--- config.mk ---
export PLATFORM = sky130hd
export DESIGN_NAME = tbp_channel
export DESIGN_NICKNAME = d
export VERILOG_FILES = /design/src/hw/tbp_pkg.sv /design/src/hw/tbp_channel.sv
export SDC_FILE = /design/constraint.sdc
export NUM_CORES = 1
export LEC_CHECK = 0
export BUFFER_PORTS_ARGS = -buffer_cell sky130_fd_sc_hd__buf_2
export CORE_MARGIN = 3
export CORE_UTILIZATION = 40
export DETAILED_ROUTE_END_ITERATION = 16
export PLACE_DENSITY = 0.6
export SLEW_MARGIN = 20
export SYNTH_ARGS = -nofsm -noshare
export SYNTH_HDL_FRONTEND = slang
export SYNTH_SLANG_ARGS = --single-unit
--- constraint.sdc ---
create_clock -name aclk -period 2.3 [get_ports aclk]
set_input_delay 0.115 -clock aclk [delete_from_list [all_inputs] [get_ports aclk]]
set_output_delay 0.115 -clock aclk [all_outputs]
set_load 0.02 [all_outputs]
--- src/hw/tbp_pkg.sv ---
// Constants for the ten-bit PWM channel: register map, field positions, reset values.
package tbp_pkg;
    localparam logic [7:0] ADDR_CONTROL = 8'h00;
    localparam logic [7:0] ADDR_DUTY_HIGH = 8'h04;
    localparam logic [7:0] ADDR_DUTY_LOW = 8'h08;
    localparam logic [7:0] ADDR_TIMER_CONTROL = 8'h0c;
    localparam logic [7:0] ADDR_PERIOD_LIMIT = 8'h10;
    localparam logic [7:0] ADDR_TIMER_COUNT = 8'h14;
    localparam logic [7:0] ADDR_TIMEBASE_SEL = 8'h18;
    localparam int CTL_ENABLE_BIT = 7;
    localparam int CTL_OUT_BIT = 5;
    localparam int CTL_POL_BIT = 4;
    localparam int TCTL_FLAG_BIT = 7;
    localparam int TCTL_RUN_BIT = 2;
    localparam logic [1:0] SEL_RESERVED = 2'h0;
    localparam logic [1:0] SEL_TIMER_A = 2'h1;
    localparam logic [1:0] SEL_TIMER_B = 2'h2;
    localparam logic [1:0] SEL_TIMER_C = 2'h3;
    localparam logic [1:0] SEL_RESET = 2'h1;
    localparam logic [7:0] PERIOD_RESET = 8'hff;
    localparam logic [1:0] RESP_OKAY = 2'h0;
    localparam logic [1:0] RESP_SLVERR = 2'h2;
endpackage

--- src/hw/tbp_channel.sv ---
// Ten-bit PWM channel with its period timer and AXI4-Lite register slave.
// How it works
// Duty is ten bits: high register holds 9:2, low register bits 7:6 hold 1:0.
// Timer count equal to period limit clears on the next increment cycle.
// Rollover drives output active for a nonzero software duty within the period, inactive for zero.
// Rollover copies software duty into the compare buffer for the next period.
// Duty writes any time; they only take effect at the period match.
// Time base is timer count joined with quarter-cycle or prescaler top bits.
// Output goes inactive when the time base reaches the buffered duty.
// Period equals limit plus one, times four clocks, times prescale.
// Duty beyond period leaves output unchanged at rollover, no compare clear.
// Idle level is the polarity bit; disabled channel drives idle.
// Control bit 7 enables the channel.
// Control bit 5 reads back the present output level.
// Sleep stops the timer and freezes the duty buffer and the output level register.
// Reset returns registers to reset values and turns the pin driver off.
// Resolution is log2 of four times limit plus one, ten bits at 255.
// Pin is driven only while the pin direction bit is clear.
// Software follows the set-up order for a complete first period.
// Enabling before the timer runs is tolerated.
// A two-bit selector picks one of three timers; 00 is reserved.
`timescale 1ns/1ps
`default_nettype none
module tbp_channel (
    input wire logic aclk, // System clock.
    input wire logic aresetn, // Synchronous reset, active low.
    input wire logic sleep_req, // High while the device sleeps.
    input wire logic pin_direction_bit, // Set means pin is an input.
    input wire logic [7:0] ext_timer_b_count, // Count of the second timer.
    input wire logic ext_timer_b_match, // Second timer period match, one cycle early.
    input wire logic [1:0] ext_timer_b_low, // Second timer low time-base bits.
    input wire logic [7:0] ext_timer_c_count, // Count of the third timer.
    input wire logic ext_timer_c_match, // Third timer period match.
    input wire logic [1:0] ext_timer_c_low, // Third timer low time-base bits.
    output logic pwm_out, // Pin output value.
    output logic pwm_oe, // Pin output enable, high when driving.
    input wire logic [7:0] s_axi_awaddr, // Write address.
    input wire logic s_axi_awvalid, // Write address valid.
    output logic s_axi_awready, // Write address ready.
    input wire logic [31:0] s_axi_wdata, // Write data.
    input wire logic [3:0] s_axi_wstrb, // Write strobes.
    input wire logic s_axi_wvalid, // Write data valid.
    output logic s_axi_wready, // Write data ready.
    output logic [1:0] s_axi_bresp, // Write response.
    output logic s_axi_bvalid, // Write response valid.
    input wire logic s_axi_bready, // Write response ready.
    input wire logic [7:0] s_axi_araddr, // Read address.
    input wire logic s_axi_arvalid, // Read address valid.
    output logic s_axi_arready, // Read address ready.
    output logic [31:0] s_axi_rdata, // Read data.
    output logic [1:0] s_axi_rresp, // Read response.
    output logic s_axi_rvalid, // Read response valid.
    input wire logic s_axi_rready // Read response ready.
);
    logic enable_r, polarity_r, level_r;
    logic [7:0] duty_high_r;
    logic [1:0] duty_low_r;
    logic [9:0] duty_buf_r;
    logic [7:0] period_limit_r, timer_count_r;
    logic [1:0] prescale_sel_r, sel_r;
    logic run_r, flag_r;
    logic [1:0] quarter_r;
    logic sleep_s1_r, sleep_s2_r, sleep_s3_r;
    logic dir_s1_r, dir_s2_r, dir_s3_r, dir_r;
    logic [7:0] awaddr_r, araddr_r;
    logic [31:0] wdata_r;
    logic [3:0] wstrb_r;
    logic aw_got_r, w_got_r;

    // Pin inputs cross through three flops; a change is accepted once the last two agree.
    always_ff @(posedge aclk) begin
        if (!aresetn) begin
            sleep_s1_r <= 1'b0;
            sleep_s2_r <= 1'b0;
            sleep_s3_r <= 1'b0;
            dir_s1_r <= 1'b1;
            dir_s2_r <= 1'b1;
            dir_s3_r <= 1'b1;
            dir_r <= 1'b1;
        end else begin
            sleep_s1_r <= sleep_req;
            sleep_s2_r <= sleep_s1_r;
            sleep_s3_r <= sleep_s2_r;
            dir_s1_r <= pin_direction_bit;
            dir_s2_r <= dir_s1_r;
            dir_s3_r <= dir_s2_r;
            if (dir_s2_r == dir_s3_r) begin
                dir_r <= dir_s3_r;
            end
        end
    end

    logic asleep_r;
    always_ff @(posedge aclk) begin
        if (!aresetn) begin
            asleep_r <= 1'b0;
        end else if (sleep_s2_r == sleep_s3_r) begin
            asleep_r <= sleep_s3_r;
        end
    end

    // Prescale 1, 4, 16, 64; above prescale 1 the low two bits of the time base come from here.
    logic [3:0] presc_top;
    always_comb begin
        case (prescale_sel_r)
            2'h0: presc_top = 4'h0;
            2'h1: presc_top = 4'h3;
            default: presc_top = 4'hf;
        endcase
    end
    logic [5:0] presc_wide_r;
    logic [5:0] presc_wide_top;
    assign presc_wide_top = (prescale_sel_r == 2'h3) ? 6'h3f : {2'h0, presc_top};
    logic tick;
    // A timer increment happens each time the quarter counter and prescaler both wrap.
    // Compare with >= so that a prescale lowered mid-count wraps at once instead of running the counter round.
    assign tick = run_r && !asleep_r && (quarter_r == 2'h3) && (presc_wide_r >= presc_wide_top);
    logic own_match;
    assign own_match = tick && (timer_count_r == period_limit_r);

    always_ff @(posedge aclk) begin
        if (!aresetn) begin
            quarter_r <= 2'h0;
            presc_wide_r <= 6'h00;
            timer_count_r <= 8'h00;
        end else if (run_r && !asleep_r) begin
            quarter_r <= quarter_r + 2'h1;
            if (quarter_r == 2'h3) begin
                presc_wide_r <= (presc_wide_r >= presc_wide_top) ? 6'h00 : presc_wide_r + 6'h01;
            end
            if (own_match) begin
                timer_count_r <= 8'h00;
            end else if (tick) begin
                timer_count_r <= timer_count_r + 8'h01;
            end
        end
    end
    // Time base selection across the three timers.
    logic [7:0] sel_count;
    logic [1:0] sel_low;
    logic sel_match;
    logic [1:0] own_low;
    // The two fraction bits are the quarter counter at prescale 1, else the top two bits of the prescaler, so each step lasts one prescale.
    always_comb begin
        case (prescale_sel_r)
            2'h0: own_low = quarter_r;
            2'h1: own_low = presc_wide_r[1:0];
            2'h2: own_low = presc_wide_r[3:2];
            default: own_low = presc_wide_r[5:4];
        endcase
    end
    always_comb begin
        case (sel_r)
            tbp_pkg::SEL_TIMER_B: begin
                sel_count = ext_timer_b_count;
                sel_low = ext_timer_b_low;
                sel_match = ext_timer_b_match;
            end
            tbp_pkg::SEL_TIMER_C: begin
                sel_count = ext_timer_c_count;
                sel_low = ext_timer_c_low;
                sel_match = ext_timer_c_match;
            end
            tbp_pkg::SEL_TIMER_A: begin
                sel_count = timer_count_r;
                sel_low = own_low;
                sel_match = own_match;
            end
            default: begin
                sel_count = 8'h00;
                sel_low = 2'h0;
                sel_match = 1'b0;
            end
        endcase
    end
    logic [9:0] timebase;
    assign timebase = {sel_count, sel_low};

    // Waveform: set at rollover, clear at compare; both suppressed in sleep.
    logic [9:0] duty_sw;
    assign duty_sw = {duty_high_r, duty_low_r};
    logic [9:0] period_len;
    assign period_len = {period_limit_r, 2'h3};
    always_ff @(posedge aclk) begin
        if (!aresetn) begin
            duty_buf_r <= 10'h000;
            level_r <= 1'b0;
        end else if (!asleep_r) begin
            if (sel_match) begin
                duty_buf_r <= duty_sw;
                if (duty_sw != 10'h000 && duty_sw <= period_len) begin
                    level_r <= 1'b1;
                end else if (duty_sw == 10'h000) begin
                    level_r <= 1'b0;
                end
            end else if (timebase == duty_buf_r && duty_buf_r <= period_len) begin
                level_r <= 1'b0;
            end
        end
    end

    // The compare hit masks the level in its first step, so the pulse lasts exactly duty steps.
    logic wave_level;
    assign wave_level = level_r && (timebase != duty_buf_r);
    logic pin_level;
    assign pin_level = enable_r ? (wave_level ^ polarity_r) : polarity_r;
    always_ff @(posedge aclk) begin
        if (!aresetn) begin
            pwm_out <= 1'b0;
            pwm_oe <= 1'b0;
        end else begin
            pwm_out <= pin_level;
            pwm_oe <= !dir_r;
        end
    end

    // AXI4-Lite slave; address and data latched in either order.
    logic wr_fire;
    assign wr_fire = aw_got_r && w_got_r && !s_axi_bvalid;
    logic wr_mapped;
    assign wr_mapped = (awaddr_r <= tbp_pkg::ADDR_TIMEBASE_SEL) && (awaddr_r[1:0] == 2'h0);

    always_ff @(posedge aclk) begin
        if (!aresetn) begin
            aw_got_r <= 1'b0;
            w_got_r <= 1'b0;
            awaddr_r <= 8'h00;
            wdata_r <= 32'h0;
            wstrb_r <= 4'h0;
            s_axi_bvalid <= 1'b0;
            s_axi_bresp <= tbp_pkg::RESP_OKAY;
        end else begin
            if (s_axi_awvalid && s_axi_awready) begin
                aw_got_r <= 1'b1;
                awaddr_r <= s_axi_awaddr;
            end
            if (s_axi_wvalid && s_axi_wready) begin
                w_got_r <= 1'b1;
                wdata_r <= s_axi_wdata;
                wstrb_r <= s_axi_wstrb;
            end
            if (wr_fire) begin
                aw_got_r <= 1'b0;
                w_got_r <= 1'b0;
                s_axi_bvalid <= 1'b1;
                s_axi_bresp <= wr_mapped ? tbp_pkg::RESP_OKAY : tbp_pkg::RESP_SLVERR;
            end else if (s_axi_bvalid && s_axi_bready) begin
                s_axi_bvalid <= 1'b0;
            end
        end
    end
    assign s_axi_awready = !aw_got_r && !s_axi_bvalid;
    assign s_axi_wready = !w_got_r && !s_axi_bvalid;

    logic wr_lane0;
    assign wr_lane0 = wr_fire && wstrb_r[0];
    // Timer match flag: set by the timer, cleared by writing 0; set wins.
    always_ff @(posedge aclk) begin
        if (!aresetn) begin
            flag_r <= 1'b0;
        end else if (own_match) begin
            flag_r <= 1'b1;
        end else if (wr_lane0 && awaddr_r == tbp_pkg::ADDR_TIMER_CONTROL && !wdata_r[tbp_pkg::TCTL_FLAG_BIT]) begin
            flag_r <= 1'b0;
        end
    end

    always_ff @(posedge aclk) begin
        if (!aresetn) begin
            enable_r <= 1'b0;
            polarity_r <= 1'b0;
            duty_high_r <= 8'h00;
            duty_low_r <= 2'h0;
            period_limit_r <= tbp_pkg::PERIOD_RESET;
            prescale_sel_r <= 2'h0;
            run_r <= 1'b0;
            sel_r <= tbp_pkg::SEL_RESET;
        end else if (wr_lane0) begin
            case (awaddr_r)
                tbp_pkg::ADDR_CONTROL: begin
                    enable_r <= wdata_r[tbp_pkg::CTL_ENABLE_BIT];
                    polarity_r <= wdata_r[tbp_pkg::CTL_POL_BIT];
                end
                tbp_pkg::ADDR_DUTY_HIGH: duty_high_r <= wdata_r[7:0];
                tbp_pkg::ADDR_DUTY_LOW: duty_low_r <= wdata_r[7:6];
                tbp_pkg::ADDR_TIMER_CONTROL: begin
                    run_r <= wdata_r[tbp_pkg::TCTL_RUN_BIT];
                    prescale_sel_r <= wdata_r[1:0];
                end
                tbp_pkg::ADDR_PERIOD_LIMIT: period_limit_r <= wdata_r[7:0];
                tbp_pkg::ADDR_TIMEBASE_SEL: sel_r <= wdata_r[1:0];
                default: ;
            endcase
        end
    end

    logic [7:0] rd_value;
    always_comb begin
        case (araddr_r)
            tbp_pkg::ADDR_CONTROL: rd_value = {enable_r, 1'b0, pin_level, polarity_r, 4'h0};
            tbp_pkg::ADDR_DUTY_HIGH: rd_value = duty_high_r;
            tbp_pkg::ADDR_DUTY_LOW: rd_value = {duty_low_r, 6'h00};
            tbp_pkg::ADDR_TIMER_CONTROL: rd_value = {flag_r, 4'h0, run_r, prescale_sel_r};
            tbp_pkg::ADDR_PERIOD_LIMIT: rd_value = period_limit_r;
            tbp_pkg::ADDR_TIMER_COUNT: rd_value = timer_count_r;
            tbp_pkg::ADDR_TIMEBASE_SEL: rd_value = {6'h00, sel_r};
            default: rd_value = 8'h00;
        endcase
    end
    logic rd_mapped;
    assign rd_mapped = (araddr_r <= tbp_pkg::ADDR_TIMEBASE_SEL) && (araddr_r[1:0] == 2'h0);
    logic ar_got_r;
    always_ff @(posedge aclk) begin
        if (!aresetn) begin
            ar_got_r <= 1'b0;
            araddr_r <= 8'h00;
            s_axi_rvalid <= 1'b0;
            s_axi_rdata <= 32'h0;
            s_axi_rresp <= tbp_pkg::RESP_OKAY;
        end else begin
            if (s_axi_arvalid && s_axi_arready) begin
                ar_got_r <= 1'b1;
                araddr_r <= s_axi_araddr;
            end
            if (ar_got_r && !s_axi_rvalid) begin
                ar_got_r <= 1'b0;
                s_axi_rvalid <= 1'b1;
                s_axi_rdata <= {24'h000000, rd_value};
                s_axi_rresp <= rd_mapped ? tbp_pkg::RESP_OKAY : tbp_pkg::RESP_SLVERR;
            end else if (s_axi_rvalid && s_axi_rready) begin
                s_axi_rvalid <= 1'b0;
            end
        end
    end
    assign s_axi_arready = !ar_got_r && !s_axi_rvalid;

    a_enable_idle: assert property (@(posedge aclk) disable iff (!aresetn)
        !enable_r |=> pwm_out == $past(polarity_r)) else $error("disabled channel not idle");
    a_driver_off: assert property (@(posedge aclk) disable iff (!aresetn)
        dir_r |=> !pwm_oe) else $error("pin driven while direction is input");
    a_sleep_freeze: assert property (@(posedge aclk) disable iff (!aresetn)
        asleep_r |=> $stable(timer_count_r) && $stable(level_r)) else $error("state moved in sleep");
    a_timer_wrap: assert property (@(posedge aclk) disable iff (!aresetn)
        own_match |=> timer_count_r == 8'h00) else $error("timer not cleared at limit");
    a_duty_latch: assert property (@(posedge aclk) disable iff (!aresetn)
        sel_match && !asleep_r |=> duty_buf_r == $past(duty_sw)) else $error("duty not latched");
    a_zero_duty: assert property (@(posedge aclk) disable iff (!aresetn)
        sel_match && !asleep_r && duty_sw == 10'h000 |=> !level_r) else $error("zero duty set output");
    a_set_active: assert property (@(posedge aclk) disable iff (!aresetn)
        sel_match && !asleep_r && duty_sw != 10'h000 && duty_sw <= period_len |=> level_r)
        else $error("rollover did not set output");
    a_hold_buffer: assert property (@(posedge aclk) disable iff (!aresetn)
        !sel_match |=> $stable(duty_buf_r)) else $error("duty buffer changed mid period");
endmodule
`default_nettype wire

==> results of run 1 <==
[final cells by class]
class	instances	area [um2]	area share, %
Multi-Input combinational cell	509	3490	50.5
Inverter	17	63.8	0.925
Clock buffer	11	253	3.66
Sequential cell	103	2070	30.0
Timing Repair Buffer	121	771	11.2
Clock inverter	5	32.5	0.471
Tap cell	180	225	3.26
[through the flow]
stage | utilization, % | instances | worst slack [ns] | total power, W
global route | 49.5 | 946 | -0.178 | 0.00385
finish | 49.5 | 946 | -0.0674 | 0.00369
global placement | 45.6 | 921 | -0.0571 | 0.00224
detailed placement | 45.6 | 921 | -0.120 | 0.00225
CTS | 48.6 | 946 | -0.0630 | 0.00373
floorplan | - | 683 | -0.0169 | 0.00217
[metal layers]
metal	part of all wire, %	track usage, %
met3	5.7	3.76
met4	2.6	7.14
met2	45	27.9
met5	0	0
met1	47	24.6
[power groups by stage]
| stage | combinational, W | sequential, W | clock, W |
|---|---|---|---|
| after floorplan | 0.000268 | 0.00191 | 0 |
| after global placement | 0.000322 | 0.00192 | 0 |
| after detailed placement | 0.000330 | 0.00192 | 0 |
| after CTS | 0.000337 | 0.00188 | 0.00152 |
| after global routing | 0.000376 | 0.00188 | 0.00159 |
| final | 0.000335 | 0.00188 | 0.00148 |
[cells by family after synthesis]
| kind of cell | count (synthesis) |
|---|---|
| AND/OR/NAND/NOR | 251 |
| adder cells (fa/ha/maj) | 25 |
| other | 1 |
| AO/OA/AOI/OAI | 134 |
| XOR/XNOR | 33 |
| buffers and inverters | 73 |
| flip-flops | 103 |
| multiplexers | 38 |
[worst min-delay path, cell delays in order]
cell and delay [ns]:
buf_2 0.10, nand2_1 0.04, a21boi_0 0.06
[placed cells by master (no fill, tap or decap), types with 8 or more instances in the layout]
cell and instances:
and2_1 9, buf_4 41, o211ai_1 11, clkbuf_16 9, inv_1 17, dfxtp_1 100
nand3_1 8, mux2i_1 30, o21ai_0 25, xnor2_1 11, a22oi_1 10, nor2_1 41
nand2_1 105, a21oi_1 9, xor2_1 20, a21boi_0 31, conb_1 26, nor2b_1 28
buf_2 72, ha_1 23
[timing repair]
item	in CTS	in global routing
endpoints found under the hold margin	4	0
gates cloned	2	0
resized for setup	18	31
pin swaps	11	20
hold buffers	4	0
setup buffers	3	0
setup endpoints to repair	16	22
[registers in the layout (all words and copies together), names as in the netlist, 2 cells and up]
signal / count
duty_high_r: 8
araddr_r: 8
quarter_r: 2
prescale_sel_r: 2
duty_buf_r: 10
s_axi_rdata: 8
awaddr_r: 8
duty_low_r: 2
timer_count_r: 8
sel_r: 2
period_limit_r: 8
presc_wide_r: 6
wdata_r: 8
[final timing paths]
kind	slack (ns)	endpoint
worst max-delay path	-0.07	duty_buf_r[0]$_SDFFE_PN0P_
worst max register to register	-0.07	duty_buf_r[0]$_SDFFE_PN0P_
worst min-delay path	0.007	araddr_r[3]$_SDFFE_PN0P_
worst min register to register	0.41	dir_s2_r$_SDFF_PN1_
==> metrics.md, run 1 <==
| Metric | Value |
|---|---|
| Status | `finished, violations left` |
| Violated checks | `negative setup slack` |
| Worst EP arrival | `approximately 2.7 ns` |
| Final WL | `14500 um` |
| CP max stage cell | `or4_4` |
| Starting Density | `slightly above 40%` |
| RR Startpoint | `prescale_sel_r[1]$_SDFFE_PN0P_` |
| Die ar. | `0.0158 mm2` |
| Die Wd | `roughly 130 um` |
| Register area share after synthesis | `36.1%` |
| Ys async rst share | `0%` |
| Port Buffer Count | `around 70` |
| Pin count of the biggest net entering global routing | `39` |
| GRT Total Usage | `between 10% and 20%` |
| Count leader, synth | `nand2_1` |
| Crit path largest cell delay | `roughly 0.55 ns` |
| Yosys warns | `0` |
| Worst setup margin | `-0.0674 ns` |
| Slew margin rel. | `about three fifths` |
| Avg WL per Cell | `15.3 um` |
| Ant. Diodes | `0` |
| Fin. Hold Viols | `0` |
| Yosys cell types | `62` |
| CP cell instances | `buf_6, nand2_2, ha_1, o21ai_0, nand2b_1, a21oi_1, or4_4, o21a_4, nor2_4, nand2_1, a21boi_1` |
| CP required | `~2.6 ns` |
| First-pass GRT wire length | `23300 um` |
| Hold Path Class | `in -> reg` |
| Hold_ws | `~0.0068 ns` |
| Syn_area_per_cell | `roughly 8.7 um2` |
| Synth area leader | `dfxtp_1` |
| Top delay family on crit path | `simple AND/OR/NAND/NOR gates` |
| Final period util | `103%` |
| CP startpoint kind | `flip-flop` |
| Crit path max fanout | `7` |
| Core ar. | `between 0.01 and 0.015 mm2` |
| Ys flop type | `dfxtp_1` |
| Hold_sp | `s_axi_araddr[3]` |
| DRT iter0 DRCs | `between 200 and 250` |
| Synth top area share | `between 30% and 40%` |
| Fillcell total | `1339` |
| Final min period | `2.37 ns` |
| Crit path depth | `11` |
| Main area contributors after synthesis | `dfxtp_1, nand2_1, ha_1` |
| Critical path launch point | `prescale_sel_r[1]$_SDFFE_PN0P_` |
| CP Capture Type | `flip-flop` |
| Setup TNS | `-0.368 ns` |
| Total net switching power | `slightly above 0.0009 W` |
| Synth Register Bits | `103` |
| Die H | `around 130 um` |
| Clk Latency, worst-skew pair | `approximately 0.35 ns` |
| Layout cells sized above 1 | `24.8%` |
| Mux contribution to synthesized area | `around 7.6%` |
| Worst path bufs/invs | `1` |
| Area Overhead vs Synth | `20.7%` |
| Max Freq | `around 0.42 GHz` |
| Via count | `slightly below 5000` |
| DP HPWL | `approximately 11000 um` |
| Clock buffer depth | `2` |
| Combinational power share | `9.1%` |
| Reg clk slew, reported paths | `roughly 0.070 ns` |
| Post-Synth XOR/XNOR Area | `around 5.1%` |
| Post-Synth Adder-Cell Area | `around 5.5%` |
| Post-Place Cell Area | `roughly 0.0064 mm2` |
| Vias in the first global route | `roughly 4700` |
| Routability cong. | `between 0.9 and 1` |
| Post-Syn Area | `between 0.005 and 0.006 mm2` |
| Post-synth EDFFs | `0` |
| Largest family of logic cells by synthesized area | `simple AND/OR/NAND/NOR gates` |
| Max cap viols | `0` |
| Switching Fraction | `25.4%` |
| Count of pins over their slew limit | `0` |
| Antenna Nets Post-Route | `0` |
| Boundary Pins | `between 100 and 150` |
| Row count | `43` |
| CTS Buf Count | `9` |
| Syn Inst Count | `around 660` |
| Seq pwr share | `about half` |
| Power share of the clock group | `between 40 and 50%` |
| Vias per std cell | `5.20` |
| Worst Clk Skew | `0.00483 ns` |
| Initial DRT Pass Iterations | `5` |
| Final Cell Area | `approximately 0.0069 mm2` |
| Top post-synthesis cells by count | `nand2_1, dfxtp_1, nor2_1` |
| H-tree level count | `3` |
| Pwr Density | `~530 mW/mm2` |
| Area share of and/or/nand/nor cells after synthesis | `a little over a fifth` |
| DRC | `0` |
| R2R depth | `11` |
| Worst Tran Pin Value | `approximately 0.6 ns` |
| Int Power | `about 0.0028 W` |
| CTS sink cnt | `a little over 100` |
| TritonCTS clock tree | `done` |
| Maximum VDD drop | `between 0.3 and 0.4 mV` |
| Pleak | `approximately 2.9 nW` |
| Total gr overflow | `0` |
| Post-synthesis compound-gate area fraction | `16.3%` |
| Crit Path Class | `reg -> reg` |
| Layout Nets | `~870` |
| Root buf cell | `clkbuf_16` |
| RSZ-0062 raised after global routing | `true` |
| Worst hold path depth | `3` |
| # setup viols final | `10` |
| Initial antenna violation count | `0` |
Note: power is estimated with default switching activity, not from simulation.
==> run 2: changes to the inputs <==
--- a/config.mk
+++ b/config.mk
@@ -9,7 +9,8 @@
 export CORE_MARGIN = 3
 export CORE_UTILIZATION = 40
 export DETAILED_ROUTE_END_ITERATION = 16
-export PLACE_DENSITY = 0.6
+export PLACE_DENSITY = 0.7
+export RECOVER_POWER = 100
 export SLEW_MARGIN = 20
 export SYNTH_ARGS = -nofsm -noshare
 export SYNTH_HDL_FRONTEND = slang
==> run 2 against run 1 <==
The run ends with max-capacitance violations, max-slew violations, negative setup slack left. Critical endpoint is now s_axi_rdata[5]$_SDFFE_PN0P_. Wire length down 3.5%. Sequential cell count unchanged. Sequential share of layout area up 0.68 points. Utilization down 0.95 points. Via count down 0.92%. Largest cell class unchanged. Register-to-register slack better by 0.04 ns.
==> metrics.md, run 2 (synthesis results as in run 1) <==
| Metric | Value |
|---|---|
| Pleak | `around 2.8 nW` |
| Vias in the first global route | `4423` |
| Crit Path Class | `reg -> reg` |
| Max reg flops | `10` |
| Final period util | `101%` |
| H-tree level count | `3` |
| Clock buffer depth | `2` |
| Top reg by flops | `duty_buf_r` |
| Seq pwr share | `48.2%` |
| Worst Tran Pin Value | `approximately 1.6 ns` |
| GRT Total Usage | `between 15 and 20%` |
| RSZ-0062 raised after global routing | `true` |
| Layout Nets | `865` |
| Hold_ws | `about 0.012 ns` |
| Worst path bufs/invs | `0` |
| Clk Latency, worst-skew pair | `0.35 ns` |
| Place WS | `-0.0847 ns` |
| Commonest non-fill, non-tap cell in the layout | `nand2_1` |
| Fin. Hold Viols | `0` |
| Routing usage on met1 | `25.1%` |
| Top delay family on crit path | `compound AO/OA/AOI/OAI gates` |
| Max Freq | `about 0.43 GHz` |
| Die Wd | `~130 um` |
| Reg clk slew, reported paths | `~0.07 ns` |
| Ant. Diodes | `0` |
| Worst setup margin | `-0.0323 ns` |
| Combinational power share | `approximately 8.5%` |
| Via count | `a little under 5000` |
| Critical path launch point | `sel_r[1]$_SDFFE_PN0P_` |
| Status | `finished, violations left` |
| Crit path max fanout | `7` |
| CP startpoint kind | `flip-flop` |
| Switching Fraction | `between 20% and 30%` |
| CP cell instances | `nand2_1, xnor2_1, a2111oi_0, o2111ai_2, o311ai_2, xor2_1, o311ai_1, and3_1` |
| Avg WL per Cell | `roughly 15 um` |
| Port Buffer Count | `72` |
| Hold_sp | `s_axi_rready` |
| Power share of the clock group | `43.3%` |
| Die ar. | `~0.016 mm2` |
| RR Startpoint | `sel_r[1]$_SDFFE_PN0P_` |
| CP max stage cell | `a2111oi_0` |
| First-pass GRT wire length | `22400 um` |
| Total net switching power | `around 0.00096 W` |
| Starting Density | `41.0%` |
| Hold Path Class | `in -> reg` |
| DP HPWL | `between 10000 and 15000 um` |
| Initial DRT Pass Iterations | `4` |
| CP Capture Type | `flip-flop` |
| Violated checks | `max-capacitance violations, max-slew violations, negative setup slack` |
| Area Overhead vs Synth | `18.3%` |
| Count of pins over their slew limit | `43` |
| CP required | `around 2.5 ns` |
| Global route hottest layer | `met2` |
| R2R Setup Slk | `-0.03 ns` |
| Maximum VDD drop | `~0.31 mV` |
| Layout cells sized above 1 | `around a fifth` |
| Fillcell total | `between 1000 and 1500` |
| Final min period | `2.33 ns` |
| Total gr overflow | `0` |
| # setup viols final | `3` |
| Int Power | `around 0.0029 W` |
| Row count | `43` |
| Initial antenna violation count | `0` |
| DRT iter0 DRCs | `333` |
| TritonCTS clock tree | `done` |
| Most frequent cells in the layout | `nand2_1, dfxtp_1, buf_2` |
| Slew margin rel. | `-3.70%` |
| Vias per std cell | `5.17` |
| Worst Clk Skew | `a little over 0.006 ns` |
| Core ar. | `between 0.01 and 0.015 mm2` |
| Routability cong. | `approximately 0.89` |
| Pwr Density | `573 mW/mm2` |
| Die H | `126 um` |
| Pin count of the biggest net entering global routing | `43` |
| Root buf cell | `clkbuf_16` |
| Final WL | `roughly 14000 um` |
| Worst EP arrival | `roughly 2.6 ns` |
| CTS sink cnt | `around 100` |
| M3 GR Usage | `under 10%` |
| Boundary Pins | `126` |
| CTS Buf Count | `9` |
| Max cap viols | `1` |
| Antenna Nets Post-Route | `0` |
| Crit path largest cell delay | `between 0.5 and 0.6 ns` |
| Met2 Usage GRT | `26.6%` |
| DRC | `0` |
-- run 2: cell count changes in the layout (fill, tap and decap cells not counted), moves of 3 or more --
cell / delta
a21boi_1: +3
a21boi_2: -3
and2_0: +3
and2_1: -3
buf_2: -17
clkbuf_1: +20
clkinv_2: -3
dfxtp_1: -3
inv_6: +3
nand2_1: +5
nand2_2: -5
o21ai_0: -6
o21ai_2: +5
-- run 2: worst paths after layout --
path / end / cells after the start
setup / recovery: s_axi_rdata[5]$_SDFFE_PN0P_ / 8
setup reg to reg: s_axi_rdata[5]$_SDFFE_PN0P_ / 8
hold reg to reg: dir_s2_r$_SDFF_PN1_ / 1
hold / removal: s_axi_rvalid$_SDFFE_PN0P_ / 4
-- run 2: final cells by class --
cell class	count	area, um2	area share, %
inverter	17	63.8	0.943
clock buffer	9	225	3.33
clock inverter	7	101	1.50
tap	180	225	3.33
sequential	103	2070	30.7
timing repair buffer	118	689	10.2
multi-input combinational	508	3390	50.1
-- run 2: stage by stage --
stage / TNS, ns / std cells / total power (W) / util, % / area (um2)
after global placement: -0.188 / 917 / 0.00225 / 45.3 / 6310
after CTS: 0 / 939 / 0.00393 / 48.1 / 6710
after global routing: -0.888 / 942 / 0.00405 / 48.6 / 6770
final: -0.0447 / 942 / 0.00388 / 48.6 / 6770
after detailed placement: -0.546 / 917 / 0.00225 / 45.3 / 6310
after floorplan: -0.134 / 683 / 0.00217 / - / 5830
-- run 2: per-layer routing --
metal | vias up | part of all wire [%]
li1 | 2436 | -
met1 | 2252 | 47
met2 | 169 | 45
met3 | 14 | 7.1
met4 | 0 | 1.4
met5 | - | 0
-- run 2: worst reg2reg max path: cells and delay by family (launching register included) --
family          cells  cell delay [ns]
compound gates      4             1.22
xor+xnor            2             0.36
flops               1             0.39
simple gates        2             0.25
-- run 2: timing repair --
item | CTS | global route
pin swaps | 6 | 10
endpoints found under the hold margin | 2 | 0
endpoints found under the setup margin | 13 | 16
resized for setup | 18 | 26
hold buffers | 2 | 0
cloned | 1 | 0
buffers inserted | 3 | 3
-- run 2: power by group through the flow --
stage | Sequential, W | Clock [W] | Combinational (W)
5_1_grt | 0.00188 | 0.00179 | 0.000375
2_1_floorplan | 0.00191 | 0 | 0.000268
3_3_place_gp | 0.00191 | 0 | 0.000333
4_1_cts | 0.00187 | 0.00172 | 0.000339
6_report | 0.00187 | 0.00168 | 0.000330
3_5_place_dp | 0.00191 | 0 | 0.000335
